===== src/hw/dma_pkg.sv =====
// Constants, register map and carrier types of the two-channel DMA controller.
// Assumes a single 10 MHz clock domain and an APB register port with 8 address bits.
// Functional notes
// - Two channels steal shared bus cycles
// - Software bit or interrupt signal requests
// - Enabled channel transfers once per request
// - Forward-to-fixed, fixed-to-forward, fixed-to-fixed in 1M
// - Own register window is never accessed
// - Counter covers 65536 units per run
// - Per-channel selectable request source
// - Channel zero wins simultaneous requests
// - Unit is one byte or one word
// - Single mode underflow clears enable
// - Repeat mode underflow reloads, stays active
// - Completion request pulses on underflow
// - First transfer loads pointer and counter
// - Fixed pointers writable only when disabled
// - Enabled forward pointer reads live value
// - Request bit sets always, clears at start
// - Rewriting enable one restarts channel
// - Bus returns to CPU between channels
// - Odd-address word uses two byte cycles
package dma_pkg;
    localparam int NUM_CH     = 2;
    localparam int ADDR_W     = 20;
    localparam int DATA_W     = 16;
    localparam int CNT_W      = 16;
    localparam int NUM_PERIPH = 21;
    localparam int SEL_W      = 5;
    localparam int PADDR_W    = 8;

    // Controller register window that transfers must skip
    localparam logic [ADDR_W-1:0] WIN_LO = 20'h0_0020;
    localparam logic [ADDR_W-1:0] WIN_HI = 20'h0_003F;

    // APB map: bit 5 picks the channel, bits 4:0 the register
    localparam int CH_BIT = 5;
    localparam logic [4:0] OFF_CTRL   = 5'h00;
    localparam logic [4:0] OFF_SEL    = 5'h04;
    localparam logic [4:0] OFF_SRC    = 5'h08;
    localparam logic [4:0] OFF_DST    = 5'h0C;
    localparam logic [4:0] OFF_RELOAD = 5'h10;
    localparam logic [4:0] OFF_COUNT  = 5'h14;

    // Control register bit positions
    localparam int CTRL_EN   = 0;
    localparam int CTRL_RPT  = 1;
    localparam int CTRL_BYTE = 2;
    localparam int CTRL_SFWD = 3;
    localparam int CTRL_DFWD = 4;
    localparam int CTRL_REQ  = 5;
    localparam int CTRL_SWT  = 6;

    // Request source codes
    localparam logic [SEL_W-1:0] SEL_SW          = 5'h00;
    localparam logic [SEL_W-1:0] SEL_PIN0_FALL   = 5'h01;
    localparam logic [SEL_W-1:0] SEL_PIN0_BOTH   = 5'h02;
    localparam logic [SEL_W-1:0] SEL_PIN1_FALL   = 5'h03;
    localparam logic [SEL_W-1:0] SEL_PIN1_BOTH   = 5'h04;
    localparam logic [SEL_W-1:0] SEL_PERIPH_BASE = 5'h05;

    localparam logic [ADDR_W-1:0] ADDR_ZERO = 20'h0_0000;
    localparam logic [ADDR_W-1:0] STEP_BYTE = 20'h0_0001;
    localparam logic [ADDR_W-1:0] STEP_WORD = 20'h0_0002;
    localparam logic [CNT_W-1:0]  CNT_ZERO  = 16'h0000;
    localparam logic [CNT_W-1:0]  CNT_ONE   = 16'h0001;
    localparam logic [31:0]       RD_ZERO   = 32'h0000_0000;

    typedef struct packed {
        logic              en;
        logic              rpt;
        logic              byte_mode;
        logic              src_fwd;
        logic              dst_fwd;
    } chan_cfg_t;

    localparam chan_cfg_t CFG_RESET = '0;

    typedef struct packed {
        logic              req;
        logic              we;
        logic              byte_mode;
        logic [ADDR_W-1:0] addr;
        logic [DATA_W-1:0] wdata;
    } mem_cmd_t;

    typedef enum logic [1:0] {ST_IDLE, ST_READ, ST_WRITE, ST_YIELD} xfer_state_t;
endpackage


===== src/hw/dma_ctrl.sv =====
// Two-channel cycle-stealing DMA controller with APB registers and a
// single-access memory master port shared with the CPU.
// The memory port answers each request with a one-cycle mem_ack; byte data uses bits 7:0.
//
// Design decisions made here: the register addresses and the APB register port.
`timescale 1ns/100ps
module dma_ctrl
    import dma_pkg::*;
(
    // Clock and reset
    input  wire logic                  clk,
    input  wire logic                  srst,
    // APB slave
    input  wire logic                  psel,
    input  wire logic                  penable,
    input  wire logic                  pwrite,
    input  wire logic [PADDR_W-1:0]    paddr,
    input  wire logic [31:0]           pwdata,
    output logic [31:0]                prdata,
    output logic                       pready,
    output logic                       pslverr,
    // Request sources
    input  wire logic                  ext_irq_pin_zero,
    input  wire logic                  ext_irq_pin_one,
    input  wire logic [NUM_PERIPH-1:0] periph_irq,
    // Memory master, stolen from the CPU
    output mem_cmd_t                   mem_cmd,
    input  wire logic [DATA_W-1:0]     mem_rdata,
    input  wire logic                  mem_ack,
    input  wire logic                  cpu_bus_req,
    input  wire logic                  cpu_cycle_done,
    // Completion requests to the interrupt controller
    output logic [NUM_CH-1:0]          done_irq
);
    chan_cfg_t              cfg_reg    [NUM_CH];
    logic [SEL_W-1:0]       sel_reg    [NUM_CH];
    logic [ADDR_W-1:0]      src_reg    [NUM_CH];
    logic [ADDR_W-1:0]      dst_reg    [NUM_CH];
    logic [CNT_W-1:0]       reload_reg [NUM_CH];
    logic [CNT_W-1:0]       count_reg  [NUM_CH];
    logic [ADDR_W-1:0]      fwd_reg    [NUM_CH];
    logic [NUM_CH-1:0]      first_reg;
    logic [NUM_CH-1:0]      reqbit_reg;
    logic [NUM_CH-1:0]      swtrig_reg;
    logic [NUM_CH-1:0]      req_event;
    logic [NUM_CH-1:0]      pending;
    xfer_state_t            state_reg;
    logic                   ch_reg;
    logic                   part_reg;
    logic [ADDR_W-1:0]      cur_src_reg;
    logic [ADDR_W-1:0]      cur_dst_reg;
    logic [DATA_W-1:0]      buf_reg;
    mem_cmd_t               cmd_reg;
    logic [31:0]            prdata_reg;
    logic                   pslverr_reg;
    logic [NUM_CH-1:0]      done_reg;

    logic                   wr_acc;
    logic                   ach;
    logic [4:0]             aoff;
    logic                   split;
    logic                   last_part;
    logic [ADDR_W-1:0]      acc_addr;
    logic                   acc_blocked;
    logic                   acc_done;
    logic                   start;
    logic                   start_ch;
    logic                   finish;

    assign pready  = 1'b1;
    assign prdata  = prdata_reg;
    assign pslverr = pslverr_reg;
    assign mem_cmd = cmd_reg;
    assign done_irq = done_reg;

    assign wr_acc = psel & penable & pwrite;
    assign ach    = paddr[CH_BIT];
    assign aoff   = paddr[4:0];

    genvar g;
    generate
        for (g = 0; g < NUM_CH; g++) begin : g_src
            dma_req_select u_sel (
                .clk              (clk),
                .srst             (srst),
                .sel              (sel_reg[g]),
                .ext_irq_pin_zero (ext_irq_pin_zero),
                .ext_irq_pin_one  (ext_irq_pin_one),
                .periph_irq       (periph_irq),
                .sw_trig          (swtrig_reg[g]),
                .req_event        (req_event[g])
            );
            assign pending[g] = cfg_reg[g].en & reqbit_reg[g];
        end
    endgenerate

    // Access sequencing
    assign split     = ~cfg_reg[ch_reg].byte_mode &
                       ((state_reg == ST_READ) ? cur_src_reg[0] : cur_dst_reg[0]);
    assign last_part = ~split | part_reg;
    assign acc_addr  = ((state_reg == ST_READ) ? cur_src_reg : cur_dst_reg) +
                       (part_reg ? STEP_BYTE : ADDR_ZERO);
    assign acc_blocked = (acc_addr >= WIN_LO) && (acc_addr <= WIN_HI);
    assign acc_done  = (cmd_reg.req & mem_ack) | (acc_blocked & ~cmd_reg.req);
    assign start     = (state_reg == ST_IDLE) && (pending != '0);
    assign start_ch  = ~pending[0];
    assign finish    = (state_reg == ST_WRITE) && acc_done && last_part;

    // Transfer sequencer, one unit per stolen access group
    always_ff @(posedge clk) begin
        if (srst) begin
            state_reg <= ST_IDLE;
            ch_reg    <= 1'b0;
            part_reg  <= 1'b0;
        end else begin
            case (state_reg)
                ST_IDLE: begin
                    if (start) begin
                        ch_reg    <= start_ch;
                        part_reg  <= 1'b0;
                        state_reg <= ST_READ;
                    end
                end
                ST_READ: begin
                    if (acc_done) begin
                        part_reg  <= ~last_part;
                        state_reg <= last_part ? ST_WRITE : ST_READ;
                    end
                end
                ST_WRITE: begin
                    if (acc_done) begin
                        part_reg  <= ~last_part;
                        state_reg <= last_part ? ST_YIELD : ST_WRITE;
                    end
                end
                ST_YIELD: begin
                    if (cpu_cycle_done || !cpu_bus_req) begin
                        state_reg <= ST_IDLE;
                    end
                end
                default: state_reg <= ST_IDLE;
            endcase
        end
    end

    // Memory command and data buffer
    always_ff @(posedge clk) begin
        if (srst) begin
            cmd_reg <= '0;
            buf_reg <= '0;
        end else if (cmd_reg.req) begin
            if (mem_ack) begin
                cmd_reg.req <= 1'b0;
                if (!cmd_reg.we) begin
                    if (!cmd_reg.byte_mode) begin
                        buf_reg <= mem_rdata;
                    end else if (part_reg) begin
                        buf_reg[15:8] <= mem_rdata[7:0];
                    end else begin
                        buf_reg[7:0] <= mem_rdata[7:0];
                    end
                end
            end
        end else if ((state_reg == ST_READ || state_reg == ST_WRITE) && !acc_blocked) begin
            cmd_reg.req       <= 1'b1;
            cmd_reg.we        <= (state_reg == ST_WRITE);
            cmd_reg.byte_mode <= cfg_reg[ch_reg].byte_mode | split;
            cmd_reg.addr      <= acc_addr;
            cmd_reg.wdata     <= !split ? buf_reg : (part_reg ? {8'h00, buf_reg[15:8]}
                                                              : {8'h00, buf_reg[7:0]});
        end
    end

    // Request bits: a new event wins over any clear in the same cycle
    always_ff @(posedge clk) begin
        if (srst) begin
            reqbit_reg <= '0;
            swtrig_reg <= '0;
        end else begin
            for (int i = 0; i < NUM_CH; i++) begin
                swtrig_reg[i] <= wr_acc && (ach == i[0]) && (aoff == OFF_CTRL) && pwdata[CTRL_SWT];
                if (req_event[i]) begin
                    reqbit_reg[i] <= 1'b1;
                end else if (start && start_ch == i[0]) begin
                    reqbit_reg[i] <= 1'b0;
                end else if (wr_acc && ach == i[0] && aoff == OFF_CTRL && !pwdata[CTRL_REQ]) begin
                    reqbit_reg[i] <= 1'b0;
                end
            end
        end
    end

    // Channel state: transfer progress first, software writes last
    always_ff @(posedge clk) begin
        if (srst) begin
            done_reg    <= '0;
            first_reg   <= '0;
            cur_src_reg <= ADDR_ZERO;
            cur_dst_reg <= ADDR_ZERO;
            for (int i = 0; i < NUM_CH; i++) begin
                cfg_reg[i]    <= CFG_RESET;
                sel_reg[i]    <= SEL_SW;
                src_reg[i]    <= ADDR_ZERO;
                dst_reg[i]    <= ADDR_ZERO;
                reload_reg[i] <= CNT_ZERO;
                count_reg[i]  <= CNT_ZERO;
                fwd_reg[i]    <= ADDR_ZERO;
            end
        end else begin
            done_reg <= '0;
            for (int i = 0; i < NUM_CH; i++) begin
                if (start && start_ch == i[0]) begin
                    first_reg[i] <= 1'b0;
                    if (first_reg[i]) begin
                        fwd_reg[i]   <= cfg_reg[i].src_fwd ? src_reg[i] : dst_reg[i];
                        count_reg[i] <= reload_reg[i];
                    end
                    // The forward side follows the pointer, the other stays fixed
                    cur_src_reg <= (cfg_reg[i].src_fwd && !first_reg[i]) ? fwd_reg[i] : src_reg[i];
                    cur_dst_reg <= (cfg_reg[i].dst_fwd && !first_reg[i]) ? fwd_reg[i] : dst_reg[i];
                end
                if (finish && ch_reg == i[0]) begin
                    fwd_reg[i] <= fwd_reg[i] + (cfg_reg[i].byte_mode ? STEP_BYTE : STEP_WORD);
                    if (count_reg[i] == CNT_ZERO) begin
                        done_reg[i] <= 1'b1;
                        if (cfg_reg[i].rpt) begin
                            count_reg[i] <= reload_reg[i];
                        end else begin
                            cfg_reg[i].en <= 1'b0;
                        end
                    end else begin
                        count_reg[i] <= count_reg[i] - CNT_ONE;
                    end
                end
                if (wr_acc && ach == i[0]) begin
                    case (aoff)
                        OFF_CTRL: begin
                            cfg_reg[i].en        <= pwdata[CTRL_EN];
                            cfg_reg[i].rpt       <= pwdata[CTRL_RPT];
                            cfg_reg[i].byte_mode <= pwdata[CTRL_BYTE];
                            cfg_reg[i].src_fwd   <= pwdata[CTRL_SFWD];
                            cfg_reg[i].dst_fwd   <= pwdata[CTRL_DFWD];
                            if (pwdata[CTRL_EN]) begin
                                first_reg[i] <= 1'b1;
                            end
                        end
                        OFF_SEL: sel_reg[i] <= pwdata[SEL_W-1:0];
                        OFF_SRC: begin
                            if (cfg_reg[i].src_fwd || !cfg_reg[i].en) begin
                                src_reg[i] <= pwdata[ADDR_W-1:0];
                            end
                        end
                        OFF_DST: begin
                            if (cfg_reg[i].dst_fwd || !cfg_reg[i].en) begin
                                dst_reg[i] <= pwdata[ADDR_W-1:0];
                            end
                        end
                        OFF_RELOAD: reload_reg[i] <= pwdata[CNT_W-1:0];
                        default: ;
                    endcase
                end
            end
        end
    end

    // APB read data and error, captured in the setup cycle
    always_ff @(posedge clk) begin
        if (srst) begin
            prdata_reg  <= RD_ZERO;
            pslverr_reg <= 1'b0;
        end else if (psel && !penable) begin
            pslverr_reg <= 1'b0;
            case (aoff)
                OFF_CTRL: prdata_reg <= 32'({1'b0, reqbit_reg[ach], cfg_reg[ach].dst_fwd,
                                             cfg_reg[ach].src_fwd, cfg_reg[ach].byte_mode,
                                             cfg_reg[ach].rpt, cfg_reg[ach].en});
                OFF_SEL:    prdata_reg <= 32'(sel_reg[ach]);
                OFF_SRC:    prdata_reg <= 32'((cfg_reg[ach].en && cfg_reg[ach].src_fwd)
                                              ? fwd_reg[ach] : src_reg[ach]);
                OFF_DST:    prdata_reg <= 32'((cfg_reg[ach].en && cfg_reg[ach].dst_fwd)
                                              ? fwd_reg[ach] : dst_reg[ach]);
                OFF_RELOAD: prdata_reg <= 32'(reload_reg[ach]);
                OFF_COUNT:  prdata_reg <= 32'(count_reg[ach]);
                default: begin
                    prdata_reg  <= RD_ZERO;
                    pslverr_reg <= 1'b1;
                end
            endcase
        end
    end

    a_prio_zero: assert property (@(posedge clk) disable iff (srst)
        (state_reg == ST_IDLE && pending == 2'b11) |=> (state_reg == ST_READ && ch_reg == 1'b0))
        else $error("channel one served ahead of channel zero");

    a_single_stop: assert property (@(posedge clk) disable iff (srst)
        (finish && count_reg[ch_reg] == CNT_ZERO && !cfg_reg[ch_reg].rpt && !wr_acc)
        |=> !cfg_reg[$past(ch_reg)].en)
        else $error("single mode channel still enabled after underflow");

    a_repeat_load: assert property (@(posedge clk) disable iff (srst)
        (finish && count_reg[ch_reg] == CNT_ZERO && cfg_reg[ch_reg].rpt && !wr_acc)
        |=> (count_reg[$past(ch_reg)] == $past(reload_reg[ch_reg]) && cfg_reg[$past(ch_reg)].en))
        else $error("repeat mode did not reload or lost enable");

    a_irq_cause: assert property (@(posedge clk) disable iff (srst)
        done_reg[0] |-> $past(finish && ch_reg == 1'b0 && count_reg[0] == CNT_ZERO))
        else $error("completion request without underflow");

    a_window_skip: assert property (@(posedge clk) disable iff (srst)
        cmd_reg.req |-> !(cmd_reg.addr >= WIN_LO && cmd_reg.addr <= WIN_HI))
        else $error("access issued into controller window");

    a_yield_gap: assert property (@(posedge clk) disable iff (srst)
        finish |=> (state_reg == ST_YIELD && !cmd_reg.req) ##1 !cmd_reg.req)
        else $error("bus not returned after a unit");

    a_fixed_lock: assert property (@(posedge clk) disable iff (srst)
        (cfg_reg[0].en && !cfg_reg[0].src_fwd) |=> $stable(src_reg[0]) || $past(wr_acc && !cfg_reg[0].en))
        else $error("fixed source written while enabled");

    a_count_step: assert property (@(posedge clk) disable iff (srst)
        (finish && count_reg[ch_reg] != CNT_ZERO) |=>
        count_reg[$past(ch_reg)] == $past(count_reg[ch_reg]) - CNT_ONE)
        else $error("counter not decremented by one");

    a_req_clear: assert property (@(posedge clk) disable iff (srst)
        (start && !req_event[start_ch]) |=> !reqbit_reg[$past(start_ch)])
        else $error("request bit not cleared at transfer start");
endmodule


===== src/hw/dma_req_select.sv =====
// Request source selector for one channel: synchronises the external
// interrupt pins and turns the selected source into a one-cycle event.
// Peripheral requests and the software trigger are one-cycle pulses on clk.
`timescale 1ns/100ps
module dma_req_select
    import dma_pkg::*;
(
    // Clock and reset
    input  wire logic                  clk,
    input  wire logic                  srst,
    // Sources
    input  wire logic [SEL_W-1:0]      sel,
    input  wire logic                  ext_irq_pin_zero,
    input  wire logic                  ext_irq_pin_one,
    input  wire logic [NUM_PERIPH-1:0] periph_irq,
    input  wire logic                  sw_trig,
    // Selected event
    output logic                       req_event
);
    logic [1:0] pin_raw;
    logic [1:0] meta_reg;
    logic [1:0] sync_reg;
    logic [1:0] last_reg;
    logic [1:0] fall;
    logic [1:0] both;
    logic [SEL_W-1:0] periph_idx;

    assign pin_raw = {ext_irq_pin_one, ext_irq_pin_zero};

    genvar p;
    generate
        for (p = 0; p < 2; p++) begin : g_pin
            always_ff @(posedge clk) begin
                if (srst) begin
                    meta_reg[p] <= 1'b1;
                    sync_reg[p] <= 1'b1;
                    last_reg[p] <= 1'b1;
                end else begin
                    meta_reg[p] <= pin_raw[p];
                    sync_reg[p] <= meta_reg[p];
                    last_reg[p] <= sync_reg[p];
                end
            end
            assign fall[p] = last_reg[p] & ~sync_reg[p];
            assign both[p] = last_reg[p] ^ sync_reg[p];
        end
    endgenerate

    assign periph_idx = sel - SEL_PERIPH_BASE;

    // One source per channel; software trigger or interrupt signal
    always_comb begin
        case (sel)
            SEL_SW:        req_event = sw_trig;
            SEL_PIN0_FALL: req_event = fall[0];
            SEL_PIN0_BOTH: req_event = both[0];
            SEL_PIN1_FALL: req_event = fall[1];
            SEL_PIN1_BOTH: req_event = both[1];
            default:       req_event = (32'(periph_idx) < NUM_PERIPH) ? periph_irq[periph_idx] : 1'b0;
        endcase
    end
endmodule


===== config.mk =====
export PLATFORM = sky130hd
export DESIGN_NAME = dma_ctrl
export DESIGN_NICKNAME = d
export VERILOG_FILES = /design/src/hw/dma_pkg.sv /design/src/hw/dma_ctrl.sv /design/src/hw/dma_req_select.sv
export SDC_FILE = /design/constraint.sdc
export NUM_CORES = 1
export LEC_CHECK = 0
export ABC_AREA = 1
export BUFFER_PORTS_ARGS = -buffer_cell sky130_fd_sc_hd__buf_2
export CORE_MARGIN = 10
export CORE_UTILIZATION = 40
export DETAILED_ROUTE_END_ITERATION = 6
export PLACE_DENSITY_LB_ADDON = 0.08
export SLEW_MARGIN = 5
export SYNTH_ARGS = -nofsm -noshare
export SYNTH_HDL_FRONTEND = slang
export SYNTH_SLANG_ARGS = --single-unit

===== constraint.sdc =====
create_clock -name clk -period 8.2 [get_ports clk]
set_input_delay 0.82 -clock clk [delete_from_list [all_inputs] [get_ports clk]]
set_output_delay 0.82 -clock clk [all_outputs]
set_load 0.01 [all_outputs]

==> results.json <==
{
  "rows": 81,
  "clock_latency_ns": 0.58,
  "max_freq_mhz": 192,
  "layout_setup_ws_ns": 2.99,
  "power_frac_comb_pct": 20.6,
  "die-area_um2": 58800,
  "antenna_found_initial": 0,
  "avgSynthCellArea_um2": 7.53,
  "startpoint_type": "flip-flop",
  "fin_worst_skew_ns": 0.0219,
  "overflow": 0,
  "drive_above_1_share_pct": 10.3,
  "synth_top_flop_cell": "edfxtp_1",
  "vias": 18700,
  "period_share_pct": 63.5,
  "postCtsHoldBufs": 0,
  "crit_required_ns": 8.38,
  "cts_num_sinks": 339,
  "p_leak_nw": 9.27,
  "place.gp.congestion": 0.895,
  "pwr-share-clk_pct": 39.1,
  "die-height_um": 243,
  "path_class": "reg2reg",
  "area_growth_pct": 13.0,
  "ys_seq_elements": 339,
  "n_fill_cell": 4976,
  "clockBufferDepth": 3,
  "track_usage_pct": 23.7,
  "synth_area_leader_cell": "edfxtp_1",
  "power_density_nw_per_um2": 226,
  "hold_class": "reg2reg",
  "setup_viol": 0,
  "io_pins": 162,
  "ctsHtreeMaxLevel": 2,
  "io_buffers": 134,
  "postCtsSetupBuffers": 0,
  "grt_max_degree": 87,
  "cts-resized-gates": 0,
  "fin_crit_ns": 5.21,
  "slew_headroom_pct": 18.5,
  "slew_violations": 0,
  "switching_share_pct": 31.7,
  "reg2reg_slack_ns": 2.99,
  "clk_pin_slew_ns": 0.05,
  "syn_inst": 2632,
  "p_sw_mw": 1.60,
  "dpl.hpwl_um": 50400,
  "yosys_warnings": 0,
  "synth_top_area_share_pct": 30.9,
  "crit_arrival_ns": 5.39,
  "finish.net_count": 2822,
  "status": "finished, final reports clean",
  "drt-initial-drc-count": 1766,
  "worstSetupEndpoint": "fwd_reg[1][17]",
  "synth_area_leaders": "edfxtp_1 31%, dfxtp_1 14%, nand2_1 12%",
  "max_cap_violations": 0,
  "viasPerCell": 5.48,
  "cts_tree": "done",
  "post-place-ws_ns": 3.03,
  "crit_path_max_fanout": 37,
  "min_delay_path_depth": 1,
  "synth_edf_count": 204,
  "rr_worst_depth": 18,
  "grt_pass1_vias": 17800,
  "tritoncts.num_buffers": 42,
  "dr.pass1.iters": 5,
  "p_seq_share_pct": 40.4,
  "postRouteAntennaNets": 0,
  "yosysUniqueCellTypes": 57,
  "endpoint_kind": "flip-flop",
  "fp.coreArea_um2": 49000,
  "drc_errors": 0,
  "cts_root_buffer": "clkbuf_16",
  "tns_ns": 0,
  "rsz0062_at_grt": "no",
  "async_reset_ff_share_pct": 0,
  "internal-power_mw": 3.46,
  "routedWlPerCell_um": 21.3,
  "seq_area_frac_synth_pct": 44.6,
  "final_hold_viol_count": 0,
  "tightest_slew_ns": 1.22,
  "start_util_pct": 40.5,
  "holdWs_ns": 0.413,
  "ir_drop_v": 0.000181,
  "diodes": 0,
  "synth_area_um2": 19800,
  "r2r_end": "fwd_reg[1][17]",
  "drt_wl_total_um": 72400,
  "grt_pass1_wl_um": 109000,
  "fp.dieW_um": 243
}
==> worst max-delay path, stage by stage, from the launching register on <==
cell     delay [ns]
dfxtp_1        0.37
inv_1          0.10
ha_1           0.18
buf_4          0.26
o21ai_0        0.36
ha_1           0.30
ha_1           0.22
nand3_1        0.17
inv_1          0.14
nand3_1        0.10
nand2_1        0.11
nand2_1        0.06
nor2_1         0.08
nand2_1        0.07
nor2_1         0.08
nand3_1        0.18
nand2_4        0.18
nand4_2        0.62
nand2_1        1.21
==> cells by family (layout without fill, tap and decap cells) <==
logic type / count (synthesis) / count (layout) / synth area share (%)
simple gates: 1194 / 1194 / 25.0
compound gates: 567 / 567 / 16.4
buf+inv: 430 / 527 / 8.90
xor+xnor: 57 / 57 / 2.52
fa+ha+maj: 27 / 27 / 1.78
mux: 16 / 16 / 0.809
flops: 339 / 339 / 44.6
other cells: 2 / 13 / 0.0379
==> metal layers <==
metal	track usage, %	share of wire, %	vias up
li1	-	-	8950
met1	32.0	44	8861
met2	38.3	45	729
met3	3.71	7.5	120
met4	7.14	2.8	0
met5	0	0	-
==> per-stage QoR <==
stage / area [µm²] / std cells / utilization, % / total power, mW
2_1_floorplan: 19800 / 2643 / - / 2.76
3_3_place_gp: 20900 / 3328 / 42.8 / 3.10
3_5_place_dp: 20900 / 3328 / 42.8 / 3.11
4_1_cts: 22400 / 3404 / 45.7 / 5.09
5_1_grt: 22400 / 3404 / 45.7 / 5.30
6_report: 22400 / 3404 / 45.7 / 5.07
==> cells in the mapped netlist (3+ instances only) <==
master     instances
buf_4             18
inv_1            272
nand2_4            3
mux2i_1           16
nand3_1          149
nand3b_1           5
a22oi_1            3
buf_6              8
o221ai_1           3
buf_1              6
nor2_1           322
nor4_1            11
xnor2_1           12
o21ai_1           45
or2_2              4
nand4_1           16
ha_1              25
o21ai_0          308
xor2_1            45
nand2_1          634
buf_2             12
clkbuf_1         103
nor2_2             3
a21oi_1           63
nor2_4             5
a221oi_1          38
o211ai_1          34
o31ai_1            3
nor3_1            24
inv_2              7
nand2_2            7
o2111ai_1          6
a41oi_1           10
a31oi_1           42
dfxtp_1          135
nand3_2            5
edfxtp_1         204
==> cells in the final DEF (no fill, tap or decap), types with 4 or more instances in the layout <==
cell type,n
conb_1,13
nand4_1,16
o211ai_1,34
nor3_1,24
a221oi_1,38
a31oi_1,42
bufinv_16,6
nand2_2,10
nor2_4,5
nor2_1,317
a41oi_1,10
buf_2,133
clkbuf_16,45
clkinv_2,7
nand3_2,5
clkbuf_1,13
o2111ai_1,6
dfxtp_1,135
inv_1,271
nand3b_1,5
or2_2,4
xnor2_1,12
a21oi_1,63
nand3_1,149
o21ai_0,305
o21ai_1,48
buf_4,36
ha_1,25
nor4_1,9
mux2i_1,16
nor2_2,8
xor2_1,45
edfxtp_1,204
inv_2,8
nand2_1,631
==> power groups by stage <==
stage          combinational [mW]  clock [mW]  sequential [mW]
6_report                     1.04        1.98             2.05
3_3_place_gp                 1.03           0             2.08
5_1_grt                      1.16        2.08             2.06
3_5_place_dp                 1.03           0             2.08
4_1_cts                      1.04        2.01             2.04
2_1_floorplan               0.693           0             2.07
==> cell type report <==
| type | instances | area [µm²] | share of cell area [%] |
|---|---|---|---|
| Sequential cell | 339 | 8830 | 39.4 |
| Inverter | 282 | 1060 | 4.75 |
| Clock inverter | 15 | 226 | 1.01 |
| Timing Repair Buffer | 169 | 936 | 4.18 |
| Clock buffer | 61 | 1220 | 5.43 |
| Tap cell | 664 | 831 | 3.71 |
| Multi-Input combinational cell | 1874 | 9290 | 41.5 |
==> worst min path at each step <==
stage | startpoint | slack [ns] | to
detailed placement | g_src[1].u_sel.meta_reg[0] | 0.40 | g_src[0].u_sel.sync_reg[0]
global placement | g_src[1].u_sel.meta_reg[0] | 0.40 | g_src[0].u_sel.sync_reg[0]
global route | g_src[1].u_sel.meta_reg[0] | 0.42 | g_src[0].u_sel.sync_reg[0]
finish | g_src[1].u_sel.meta_reg[0] | 0.41 | g_src[0].u_sel.sync_reg[0]
CTS | g_src[1].u_sel.meta_reg[0] | 0.42 | g_src[0].u_sel.sync_reg[0]
floorplan | g_src[1].u_sel.meta_reg[0] | 0.39 | g_src[0].u_sel.sync_reg[0]
No activity file was read; power rests on OpenSTA's default activity.
